File: src/verilog/lcdcd_pkg.sv
// constants for the lcd command decoder: bus map, command codes, resets
// assumes a 25 MHz system clock and word-aligned ahb-lite accesses
package lcdcd_pkg;

   // clock and blink timing
   localparam int unsigned CLK_HZ        = 25_000_000;
   localparam int unsigned BLINK_HALF_MS = 500;
   localparam int unsigned BLINK_HALF_CYC = CLK_HZ / 1000 * BLINK_HALF_MS;

   // register byte offsets
   localparam logic [7:0] OFS_CMD    = 8'h00;
   localparam logic [7:0] OFS_DATA   = 8'h04;
   localparam logic [7:0] OFS_STATUS = 8'h08;
   localparam logic [7:0] OFS_ADDR   = 8'h0c;

   // htrans codes
   localparam logic [1:0] TRANS_NONSEQ = 2'h2;
   localparam logic [1:0] TRANS_SEQ    = 2'h3;

   // command codes and masks
   localparam logic [7:0] CMD_DISP   = 8'hae;
   localparam logic [7:0] CMD_REV    = 8'ha6;
   localparam logic [7:0] CMD_ALLON  = 8'ha4;
   localparam logic [7:0] CMD_BIAS   = 8'ha2;
   localparam logic [7:0] CMD_IND    = 8'hac;
   localparam logic [7:0] MSK_D0     = 8'hfe;
   localparam logic [7:0] CMD_RMW    = 8'he0;
   localparam logic [7:0] CMD_END    = 8'hee;
   localparam logic [7:0] CMD_SRST   = 8'he2;
   localparam logic [7:0] MSK_ALL    = 8'hff;
   localparam logic [7:0] CMD_SCAN   = 8'hc0;
   localparam logic [7:0] CMD_PAGE   = 8'hb0;
   localparam logic [7:0] CMD_COLH   = 8'h10;
   localparam logic [7:0] CMD_COLL   = 8'h00;
   localparam logic [7:0] MSK_HI4    = 8'hf0;
   localparam logic [7:0] CMD_PWR    = 8'h28;
   localparam logic [7:0] MSK_HI5    = 8'hf8;
   localparam logic [7:0] CMD_CTR    = 8'h80;
   localparam logic [7:0] MSK_HI3    = 8'he0;
   localparam logic [7:0] CMD_LINE   = 8'h40;
   localparam logic [7:0] MSK_HI2    = 8'hc0;

   // field positions
   localparam int unsigned BIT_D     = 0;
   localparam int unsigned BIT_SCAN  = 3;
   localparam int unsigned PWR_FOL   = 0;
   localparam int unsigned PWR_REG   = 1;
   localparam int unsigned PWR_BST   = 2;

   // reset values and limits
   localparam logic [2:0] PWR_RST  = 3'h0;
   localparam logic [4:0] CTR_RST  = 5'h00;
   localparam logic [7:0] COL_RST  = 8'h00;
   localparam logic [7:0] COL_MAX  = 8'h83;
   localparam logic [3:0] PAGE_RST = 4'h0;
   localparam logic [5:0] LINE_RST = 6'h00;

   typedef enum logic [1:0] {PS_ON, PS_SLEEP, PS_STBY} lcdcd_ps_t;

   function automatic logic cmd_hit(input logic [7:0] b, input logic [7:0] code,
                                    input logic [7:0] msk);
      cmd_hit = ((b & msk) == code);
   endfunction : cmd_hit

endpackage : lcdcd_pkg

File: src/verilog/lcdcd_blink_if.sv
// link between the command decoder and its indicator blink divider
// assumes both ends sit on the same clock
interface lcdcd_blink_if;
   logic run;
   logic phase;
   modport ctl (output run, input phase);
   modport div (input run, output phase);
endinterface : lcdcd_blink_if

File: src/verilog/lcdcd_top.sv
// lcd command decoder: ahb-lite register front end, command execution,
// display polarity, power circuit enables, power-save states
// assumes one zero-wait ahb-lite master; ram array lives outside
//
// Contract
// RULE_01: reverse bit flips pixel polarity, ram untouched
// RULE_02: all-on lights every pixel, ram kept
// RULE_03: all-on overrides reverse polarity
// RULE_04: bias bit picks ratio; fixed variants ignore
// RULE_05: bias accepted only while follower enabled
// RULE_06: rmw: reads hold column, writes advance
// RULE_07: rmw saves column; end restores, exits
// RULE_08: other commands accepted during rmw
// RULE_09: host ends rmw, no column sets inside
// RULE_10: soft reset clears line, column, page, scan
// RULE_11: soft reset leaves power state alone
// RULE_12: scan command uses bit 3 only
// RULE_13: power command loads follower, regulator, booster
// RULE_14: 5-bit contrast, zero disables control
// RULE_15: indicator changed only by its command
// RULE_16: indicator blinks about once per second
// RULE_17: all-on while display off enters power save
// RULE_18: sleep if indicator off, else standby
// RULE_19: sleep exit needs power-save-off and indicator on
// RULE_20: standby exit needs power-save-off
// RULE_21: sleep stops oscillator, supplies, drive
// RULE_22: soft reset in standby goes to sleep
// RULE_23: display on/off bit feeds power save test
// RULE_24: blink derived by dividing internal clock
module lcdcd_top
   import lcdcd_pkg::*;
#(
   parameter int unsigned BLINK_HALF = BLINK_HALF_CYC,
   parameter bit          BIAS_SEL_OK = 1'b1,
   parameter bit          SCAN_SEL_OK = 1'b1
) (
   // clock and reset
   input  wire logic        CLK,
   input  wire logic        RST,
   // ahb-lite slave
   input  wire logic        HSEL,
   input  wire logic [7:0]  HADDR,
   input  wire logic [1:0]  HTRANS,
   input  wire logic        HWRITE,
   input  wire logic [2:0]  HSIZE,
   input  wire logic        HREADY,
   input  wire logic [31:0] HWDATA,
   output logic      [31:0] HRDATA,
   output logic             HREADYOUT,
   output logic             HRESP,
   // display ram access
   output logic             RAM_WR_STB,
   output logic             RAM_RD_STB,
   output logic      [7:0]  RAM_WDATA,
   input  wire logic [7:0]  RAM_RDATA,
   output logic      [7:0]  RAM_COL,
   output logic      [3:0]  RAM_PAGE,
   output logic      [5:0]  START_LINE,
   // panel drive control
   output logic             PIXEL_INVERT,
   output logic             PIXEL_ALL_ON,
   output logic             DUTY_DRIVE_EN,
   output logic             COM_SCAN_REV,
   output logic             STATIC_IND_DRIVE,
   // power circuits
   output logic             OSC_EN,
   output logic             BOOSTER_EN,
   output logic             REGULATOR_EN,
   output logic             FOLLOWER_EN,
   output logic             BIAS_SEL,
   output logic      [4:0]  CONTRAST,
   output logic             CONTRAST_EN,
   output logic             SLEEP,
   output logic             STANDBY
);

   // bus address phase capture
   logic       sel_ff;
   logic       wr_ff;
   logic [7:0] addr_ff;

   always_ff @(posedge CLK) begin
      if (RST) begin
         sel_ff  <= 1'b0;
         wr_ff   <= 1'b0;
         addr_ff <= 8'h00;
      end else if (HREADY) begin
         sel_ff  <= HSEL && (HTRANS == TRANS_NONSEQ || HTRANS == TRANS_SEQ);
         wr_ff   <= HWRITE;
         addr_ff <= HADDR;
      end
   end

   // zero-wait slave, always okay
   assign HREADYOUT = 1'b1;
   assign HRESP     = 1'b0;

   logic       wr_cmd;
   logic       wr_dat;
   logic       rd_dat;
   logic [7:0] cmd;

   assign wr_cmd = sel_ff && wr_ff && (addr_ff == OFS_CMD);
   assign wr_dat = sel_ff && wr_ff && (addr_ff == OFS_DATA);
   assign rd_dat = sel_ff && !wr_ff && (addr_ff == OFS_DATA);
   assign cmd    = HWDATA[7:0];

   // command decode
   logic is_disp, is_rev, is_all, is_bias, is_ind, is_rmw, is_end, is_srst;
   logic is_scan, is_page, is_colh, is_coll, is_pwr, is_ctr, is_line;

   assign is_disp = wr_cmd && cmd_hit(cmd, CMD_DISP, MSK_D0);
   assign is_rev  = wr_cmd && cmd_hit(cmd, CMD_REV, MSK_D0);
   assign is_all  = wr_cmd && cmd_hit(cmd, CMD_ALLON, MSK_D0);
   assign is_bias = wr_cmd && cmd_hit(cmd, CMD_BIAS, MSK_D0);
   assign is_ind  = wr_cmd && cmd_hit(cmd, CMD_IND, MSK_D0);
   assign is_rmw  = wr_cmd && cmd_hit(cmd, CMD_RMW, MSK_ALL);
   assign is_end  = wr_cmd && cmd_hit(cmd, CMD_END, MSK_ALL);
   assign is_srst = wr_cmd && cmd_hit(cmd, CMD_SRST, MSK_ALL);
   assign is_scan = wr_cmd && cmd_hit(cmd, CMD_SCAN, MSK_HI4);
   assign is_page = wr_cmd && cmd_hit(cmd, CMD_PAGE, MSK_HI4);
   assign is_colh = wr_cmd && cmd_hit(cmd, CMD_COLH, MSK_HI4);
   assign is_coll = wr_cmd && cmd_hit(cmd, CMD_COLL, MSK_HI4);
   assign is_pwr  = wr_cmd && cmd_hit(cmd, CMD_PWR, MSK_HI5);
   assign is_ctr  = wr_cmd && cmd_hit(cmd, CMD_CTR, MSK_HI3);
   assign is_line = wr_cmd && cmd_hit(cmd, CMD_LINE, MSK_HI2);

   // display mode bits
   logic disp_on_ff;
   logic rev_ff;
   logic all_on_ff;
   logic ind_ff;

   always_ff @(posedge CLK) begin
      if (RST) begin
         disp_on_ff <= 1'b0;
         rev_ff     <= 1'b0;
         all_on_ff  <= 1'b0;
      end else begin
         if (is_disp) begin
            disp_on_ff <= cmd[BIT_D]; // see RULE_23
         end
         if (is_rev) begin
            rev_ff <= cmd[BIT_D]; // see RULE_01
         end
         if (is_all) begin
            all_on_ff <= cmd[BIT_D]; // see RULE_02
         end
      end
   end

   // only its own command touches the indicator
   always_ff @(posedge CLK) begin
      if (RST) begin
         ind_ff <= 1'b0;
      end else if (is_ind) begin
         ind_ff <= cmd[BIT_D]; // see RULE_15
      end
   end

   // power circuits; soft reset deliberately absent here
   logic [2:0] pwr_ff;
   logic [4:0] ctr_ff;
   logic       bias_ff;

   always_ff @(posedge CLK) begin
      if (RST) begin
         pwr_ff <= PWR_RST; // see RULE_11
         ctr_ff <= CTR_RST;
      end else begin
         if (is_pwr) begin
            pwr_ff <= cmd[2:0]; // see RULE_13
         end
         if (is_ctr) begin
            ctr_ff <= cmd[4:0]; // see RULE_14
         end
      end
   end

   always_ff @(posedge CLK) begin
      if (RST) begin
         bias_ff <= 1'b0;
      end else if (is_bias && BIAS_SEL_OK && FOLLOWER_EN) begin
         bias_ff <= cmd[BIT_D]; // see RULE_04, see RULE_05
      end
   end

   // addressing: line, page, scan direction
   logic [5:0] line_ff;
   logic [3:0] page_ff;
   logic       scan_ff;

   always_ff @(posedge CLK) begin
      if (RST || is_srst) begin
         line_ff <= LINE_RST; // see RULE_10
         page_ff <= PAGE_RST;
         scan_ff <= 1'b0;
      end else begin
         if (is_line) begin
            line_ff <= cmd[5:0];
         end
         if (is_page) begin
            page_ff <= cmd[3:0];
         end
         if (is_scan && SCAN_SEL_OK) begin
            scan_ff <= cmd[BIT_SCAN]; // see RULE_12
         end
      end
   end

   // column counter and read-modify-write
   logic [7:0] col_ff;
   logic [7:0] nxt_col;
   logic [7:0] col_save_ff;
   logic       rmw_ff;

   always_comb begin
      nxt_col = (col_ff == COL_MAX) ? col_ff : col_ff + 8'h01;
   end

   always_ff @(posedge CLK) begin
      if (RST || is_srst) begin
         col_ff <= COL_RST; // see RULE_10
      end else if (is_end && rmw_ff) begin
         col_ff <= col_save_ff; // see RULE_07
      end else if (is_colh) begin
         col_ff <= {cmd[3:0], col_ff[3:0]};
      end else if (is_coll) begin
         col_ff <= {col_ff[7:4], cmd[3:0]};
      end else if (wr_dat || (rd_dat && !rmw_ff)) begin
         col_ff <= nxt_col; // see RULE_06
      end
   end

   // other commands pass through without leaving the mode
   always_ff @(posedge CLK) begin
      if (RST) begin
         rmw_ff      <= 1'b0;
         col_save_ff <= COL_RST;
      end else if (is_rmw) begin
         rmw_ff      <= 1'b1; // see RULE_08
         col_save_ff <= col_ff; // see RULE_07
      end else if (is_end) begin
         rmw_ff <= 1'b0; // see RULE_07
      end
   end

   // power-save state
   lcdcd_ps_t ps_ff;
   logic      seen_off_ff;
   logic      seen_ind_ff;
   logic      ps_off;

   // power-save-off: display on, or all-pixels back to normal
   assign ps_off = (is_disp && cmd[BIT_D]) || (is_all && !cmd[BIT_D]);

   always_ff @(posedge CLK) begin
      if (RST) begin
         ps_ff <= PS_ON;
      end else begin
         unique case (ps_ff)
            PS_ON: begin
               if (is_all && cmd[BIT_D] && !disp_on_ff) begin
                  ps_ff <= ind_ff ? PS_STBY : PS_SLEEP; // see RULE_17, see RULE_18
               end
            end
            PS_SLEEP: begin
               if ((ps_off || seen_off_ff) && ((is_ind && cmd[BIT_D]) || seen_ind_ff)) begin
                  ps_ff <= PS_ON; // see RULE_19
               end
            end
            PS_STBY: begin
               if (is_srst) begin
                  ps_ff <= PS_SLEEP; // see RULE_22
               end else if (ps_off) begin
                  ps_ff <= PS_ON; // see RULE_20
               end
            end
         endcase
      end
   end

   // release halves may come in either order while asleep
   always_ff @(posedge CLK) begin
      if (RST || ps_ff != PS_SLEEP) begin
         seen_off_ff <= 1'b0;
         seen_ind_ff <= 1'b0;
      end else begin
         if (ps_off) begin
            seen_off_ff <= 1'b1;
         end
         if (is_ind && cmd[BIT_D]) begin
            seen_ind_ff <= 1'b1;
         end
      end
   end

   // indicator blink divider
   lcdcd_blink_if bif ();

   lcdcd_blink #(
      .HALF_CYC (BLINK_HALF)
   ) lcdcd_blink_inst (
      .CLK (CLK),
      .RST (RST),
      .bi  (bif)
   );

   logic active;

   assign active  = (ps_ff == PS_ON);
   assign bif.run = ind_ff && OSC_EN; // see RULE_16

   // panel and supply outputs; ram and settings survive power save
   assign OSC_EN           = (ps_ff != PS_SLEEP); // see RULE_21
   assign BOOSTER_EN       = pwr_ff[PWR_BST] && active;
   assign REGULATOR_EN     = pwr_ff[PWR_REG] && active;
   assign FOLLOWER_EN      = pwr_ff[PWR_FOL] && active;
   assign DUTY_DRIVE_EN    = disp_on_ff && active;
   assign PIXEL_ALL_ON     = all_on_ff && active; // see RULE_02
   assign PIXEL_INVERT     = rev_ff && !PIXEL_ALL_ON; // see RULE_03
   assign STATIC_IND_DRIVE = bif.run && bif.phase;
   assign BIAS_SEL         = bias_ff;
   assign CONTRAST         = ctr_ff;
   assign CONTRAST_EN      = (ctr_ff != CTR_RST); // see RULE_14
   assign COM_SCAN_REV     = scan_ff;
   assign SLEEP            = (ps_ff == PS_SLEEP);
   assign STANDBY          = (ps_ff == PS_STBY);
   assign RAM_WR_STB       = wr_dat;
   assign RAM_RD_STB       = rd_dat;
   assign RAM_WDATA        = HWDATA[7:0];
   assign RAM_COL          = col_ff;
   assign RAM_PAGE         = page_ff;
   assign START_LINE       = line_ff;

   // read mux, unmapped reads as zero
   always_comb begin
      HRDATA = 32'h00000000;
      if (sel_ff && !wr_ff) begin
         unique case (addr_ff)
            OFS_DATA:   HRDATA = {24'h000000, RAM_RDATA};
            OFS_STATUS: HRDATA = {20'h00000, ps_ff, pwr_ff, scan_ff, rmw_ff,
                                  bias_ff, ind_ff, all_on_ff, rev_ff, disp_on_ff};
            OFS_ADDR:   HRDATA = {9'h000, ctr_ff, line_ff, page_ff, col_ff};
            default:    HRDATA = 32'h00000000;
         endcase
      end
   end
endmodule : lcdcd_top

File: src/verilog/lcdcd_blink.sv
// indicator blink divider: toggles a phase every half period while run
// assumes run stays low whenever the oscillator is meant to be stopped
module lcdcd_blink
   import lcdcd_pkg::*;
#(
   parameter int unsigned HALF_CYC = BLINK_HALF_CYC
) (
   // clock and reset
   input  wire logic   CLK,
   input  wire logic   RST,
   // decoder side
   lcdcd_blink_if.div  bi
);

   logic [23:0] cnt_ff;
   logic        phase_ff;

   // cleared when stopped so each on starts with a full lit half
   always_ff @(posedge CLK) begin
      if (RST || !bi.run) begin
         cnt_ff <= 24'h000000;
      end else if (cnt_ff == 24'(HALF_CYC - 1)) begin
         cnt_ff <= 24'h000000;
      end else begin
         cnt_ff <= cnt_ff + 24'h000001; // see RULE_24
      end
   end

   always_ff @(posedge CLK) begin
      if (RST || !bi.run) begin
         phase_ff <= 1'b1;
      end else if (cnt_ff == 24'(HALF_CYC - 1)) begin
         phase_ff <= !phase_ff; // see RULE_16
      end
   end

   assign bi.phase = phase_ff;

endmodule : lcdcd_blink

File: config.mk
export PLATFORM = sky130hd
export DESIGN_NAME = lcdcd_top
export DESIGN_NICKNAME = d
export VERILOG_FILES = /design/src/verilog/lcdcd_pkg.sv /design/src/verilog/lcdcd_blink_if.sv /design/src/verilog/lcdcd_top.sv /design/src/verilog/lcdcd_blink.sv
export SDC_FILE = /design/constraint.sdc
export NUM_CORES = 1
export LEC_CHECK = 0
export BUFFER_PORTS_ARGS = -buffer_cell sky130_fd_sc_hd__buf_2
export CAP_MARGIN = 20
export CORE_AREA = 2 2 92 94
export CTS_BUF_LIST = sky130_fd_sc_hd__clkbuf_16
export CTS_CLUSTER_DIAMETER = 50
export DETAILED_ROUTE_END_ITERATION = 8
export DIE_AREA = 0 0 94 96
export PLACE_DENSITY_LB_ADDON = 0.15
export SYNTH_ARGS = -nofsm -noshare
export SYNTH_HDL_FRONTEND = slang
export SYNTH_SLANG_ARGS = --single-unit
export TNS_END_PERCENT = 20
File: constraint.sdc
create_clock -name CLK -period 5.62 [get_ports CLK]
set_input_delay 0.562 -clock CLK [delete_from_list [all_inputs] [get_ports CLK]]
set_output_delay 0.562 -clock CLK [all_outputs]
set_load 0.01 [all_outputs]
==> results_dict.tcl <==
set metrics [dict create \
    io_pins 138 \
    pwr_density_cell_mw_per_mm2 247 \
    finalCritPeriodShare_pct 50.1 \
    critical_path.top_delay_family "simple AND/OR/NAND/NOR gates" \
    die_area_mm2 0.00902 \
    hold_path_startpoint "col_save_ff[0]" \
    setup_tns_ns 0 \
    syn-instance-count 499 \
    synth_warnings 0 \
    dr.pass1.iters 5 \
    synthMuxAreaShare_pct 13.7 \
    area_growth_pct 15.8 \
    final_common_cell "buf_2" \
    io_buffer_count 98 \
    grt_max_degree 40 \
    fin_skew_ns 0.00419 \
    synth-seq-cells 80 \
    crit_type "reg2out" \
    clk-insertion-delay-late_ns 0.33 \
    h-tree-depth 3 \
    timing.critical_path.required_ns 5.06 \
    cp_common_cell "and3_1" \
    antenna_cells 0 \
    end_kind "primary output" \
    dpl.hpwl_um 7550 \
    outcome "finished clean" \
    postCtsSetupBuffers 0 \
    hold_viol 0 \
    drive_gt1_share_pct 22.9 \
    layout_common_cells "buf_2 (98), nor2_1 (89), dfxtp_1 (80)" \
    cts_hold_buffers 0 \
    setup_viol 0 \
    drt_iter0_drc 147 \
    cts_tree "done" \
    grt_antenna_before_repair 0 \
    grt_pass1_wl_um 16600 \
    drt_wl_total_um 10500 \
    die_x_um 94 \
    synth.avg_cell_area_um2 8.64 \
    core_mm2 0.00805 \
    via_per_inst 5.43 \
    ys.flop_type "dfxtp_1" \
    drtAntennaViolNets 0 \
    startpoint "addr_ff[0]" \
    path_cells "nor4_4, and2_2, and3_1, and3_1, and2_1, buf_2" \
    cts-root-buf "clkbuf_16" \
    wl_per_cell_um 15.4 \
    start_kind "flop" \
    worstPathArrival_ns 2.25 \
    slew_headroom_pct 33.1 \
    synth-xor-area-share_pct 5.89 \
    clock_path_buffers 2 \
    drc 0 \
    grt_usage_pct 23.6 \
    maxSlewViolCount 0 \
    vias 3698 \
    critical_path_buf_inv_count 1 \
    synth-simple-area-share_pct 27.9 \
    nets 634 \
    fillers 750 \
    p_leak_nw 2.21 \
    initial_core_util_pct 53.6 \
    cts_inserted_buffers 9 \
    synth_compound_area_share_pct 6.94 \
    finalCriticalPeriod_ns 2.82 \
    timing.rr.start "addr_ff[2]" \
    fmax_mhz 355 \
    ctsResizeCount 0 \
    endpoint "HRDATA[21]" \
    worstMarginPinSlew_ns 0.994 \
    cpMaxStageDelayCell "nor4_4" \
    synth_edf_count 0 \
    reg2reg_depth 6 \
    regToRegEndpoint "RAM_COL[4]" \
    worstSetupPathDepth 6 \
    path_max_fanout 11 \
    yosys.area_share.adder_pct 1.45 \
    clkTransAtPathRegs_ns 0.06 \
    maxCapViolCount 0 \
    max_stage_delay_ns 0.45 \
    ys_types 57 \
    grt_overflow_total 0 \
    grt_setup_unrepaired "false" \
    std_cell_rows 33 \
    cts.sinks 80 \
    p_total_mw 1.23 \
    hold_path_class "reg2reg" \
    synth_top_family_by_area "simple AND/OR/NAND/NOR gates" \
    syn_area_mm2 0.00431 \
    yosysSeqAreaShare_pct 37.1 \
    grt_pass1_vias 3457 \
    reg2reg_slack_ns 3.07 \
    routabilityCongestion 0.787 \
    ir_worst_vdd_uv 159 \
    ys_async_sr_fraction_pct 0 \
    die_h_um 96 \
]
## state kept, by name, summed over array words and instances (netlist names)
name and cells:
RAM_COL 8, col_save_ff 8, RAM_PAGE 4, COM_SCAN_REV 1, lcdcd_blink_inst.cnt_ff 24, seen_off_ff 1, ps_ff 2, ind_ff 1
pwr_ff 3, lcdcd_blink_inst.bi.phase 1, seen_ind_ff 1, BIAS_SEL 1, CONTRAST 5, addr_ff 8, disp_on_ff 1, rev_ff 1
START_LINE 6, rmw_ff 1, wr_ff 1, sel_ff 1, all_on_ff 1
## worst min-delay path by stage
stage                                       to  cells past startpoint
finish                              RAM_COL[0]                      2
global route                             wr_ff                      3
CTS                                 RAM_COL[0]                      2
detailed placement                  RAM_COL[0]                      2
global placement    lcdcd_blink_inst.cnt_ff[0]                      1
floorplan           lcdcd_blink_inst.cnt_ff[0]                      1
## Yosys cell counts, drive strengths merged (6+ instances only)
cell type  instances  area [um2]
mux2i             50         500
and2              21         133
nand3             20         100
and4               6        53.8
nor3              11        55.1
nand2             33         126
a21oi             12        60.1
xnor2              7        61.3
nor2              90         340
nor2b              7        43.8
xor2              22         193
and3               6        37.5
inv                8        30.0
buf               28         194
nand4             13        96.3
mux2               8        90.1
dfxtp             80        1600
a22oi              8        60.1
clkbuf            18        67.6
## where the power goes
part | internal, mW | switching, mW
logic | 0.0313 | 0.0511
clock network | 0.341 | 0.229
registers | 0.572 | 0.00913
total | 0.944 | 0.289
## cells by family (layout without fill, tap and decap cells)
family	Yosys count	count (layout)
other	2	11
multiplexers	58	58
buffers and inverters	54	122
flip-flops	80	80
AO/OA/AOI/OAI	41	41
XOR/XNOR	29	29
adder cells (fa/ha/maj)	5	5
AND/OR/NAND/NOR	230	230
## final cells by class
class                           instances  area [um2]  share of cell area, %
Tap cell                              105         131                   2.63
Clock inverter                          7        63.8                   1.28
Inverter                                8        30.0                  0.601
Clock buffer                            9         225                   4.51
Timing Repair Buffer                   98         490                   9.82
Sequential cell                        80        1600                   32.1
Multi-Input combinational cell        374        2450                   49.1
## worst register-to-register path: cells and delay by family, from the launching register on
kind            cells  cell delay [ns]
compound gates      2             0.50
flops               1             0.55
simple gates        4             1.39
## per-layer routing
metal | vias up | global-route usage (%) | part of all wire [%]
met2 | 97 | 42.3 | 51
met5 | - | 0 | 0
met3 | 8 | 5.79 | 5.8
met4 | 0 | 7.37 | 0.88
li1 | 1837 | - | -
met1 | 1756 | 27.8 | 42
## stage by stage
stage	cells	area [um2]	setup WS (ns)	utilization, %	hold slack (ns)
final	681	4990	2.80	62.0	0.453
after detailed placement	665	4710	3.04	58.4	0.450
after CTS	681	4990	2.79	62.0	0.453
after global routing	681	4990	2.68	62.0	0.480
after global placement	665	4710	3.11	58.4	0.444
after floorplan	508	4350	3.41	-	0.430
No activity file was read; power rests on OpenSTA's default activity.
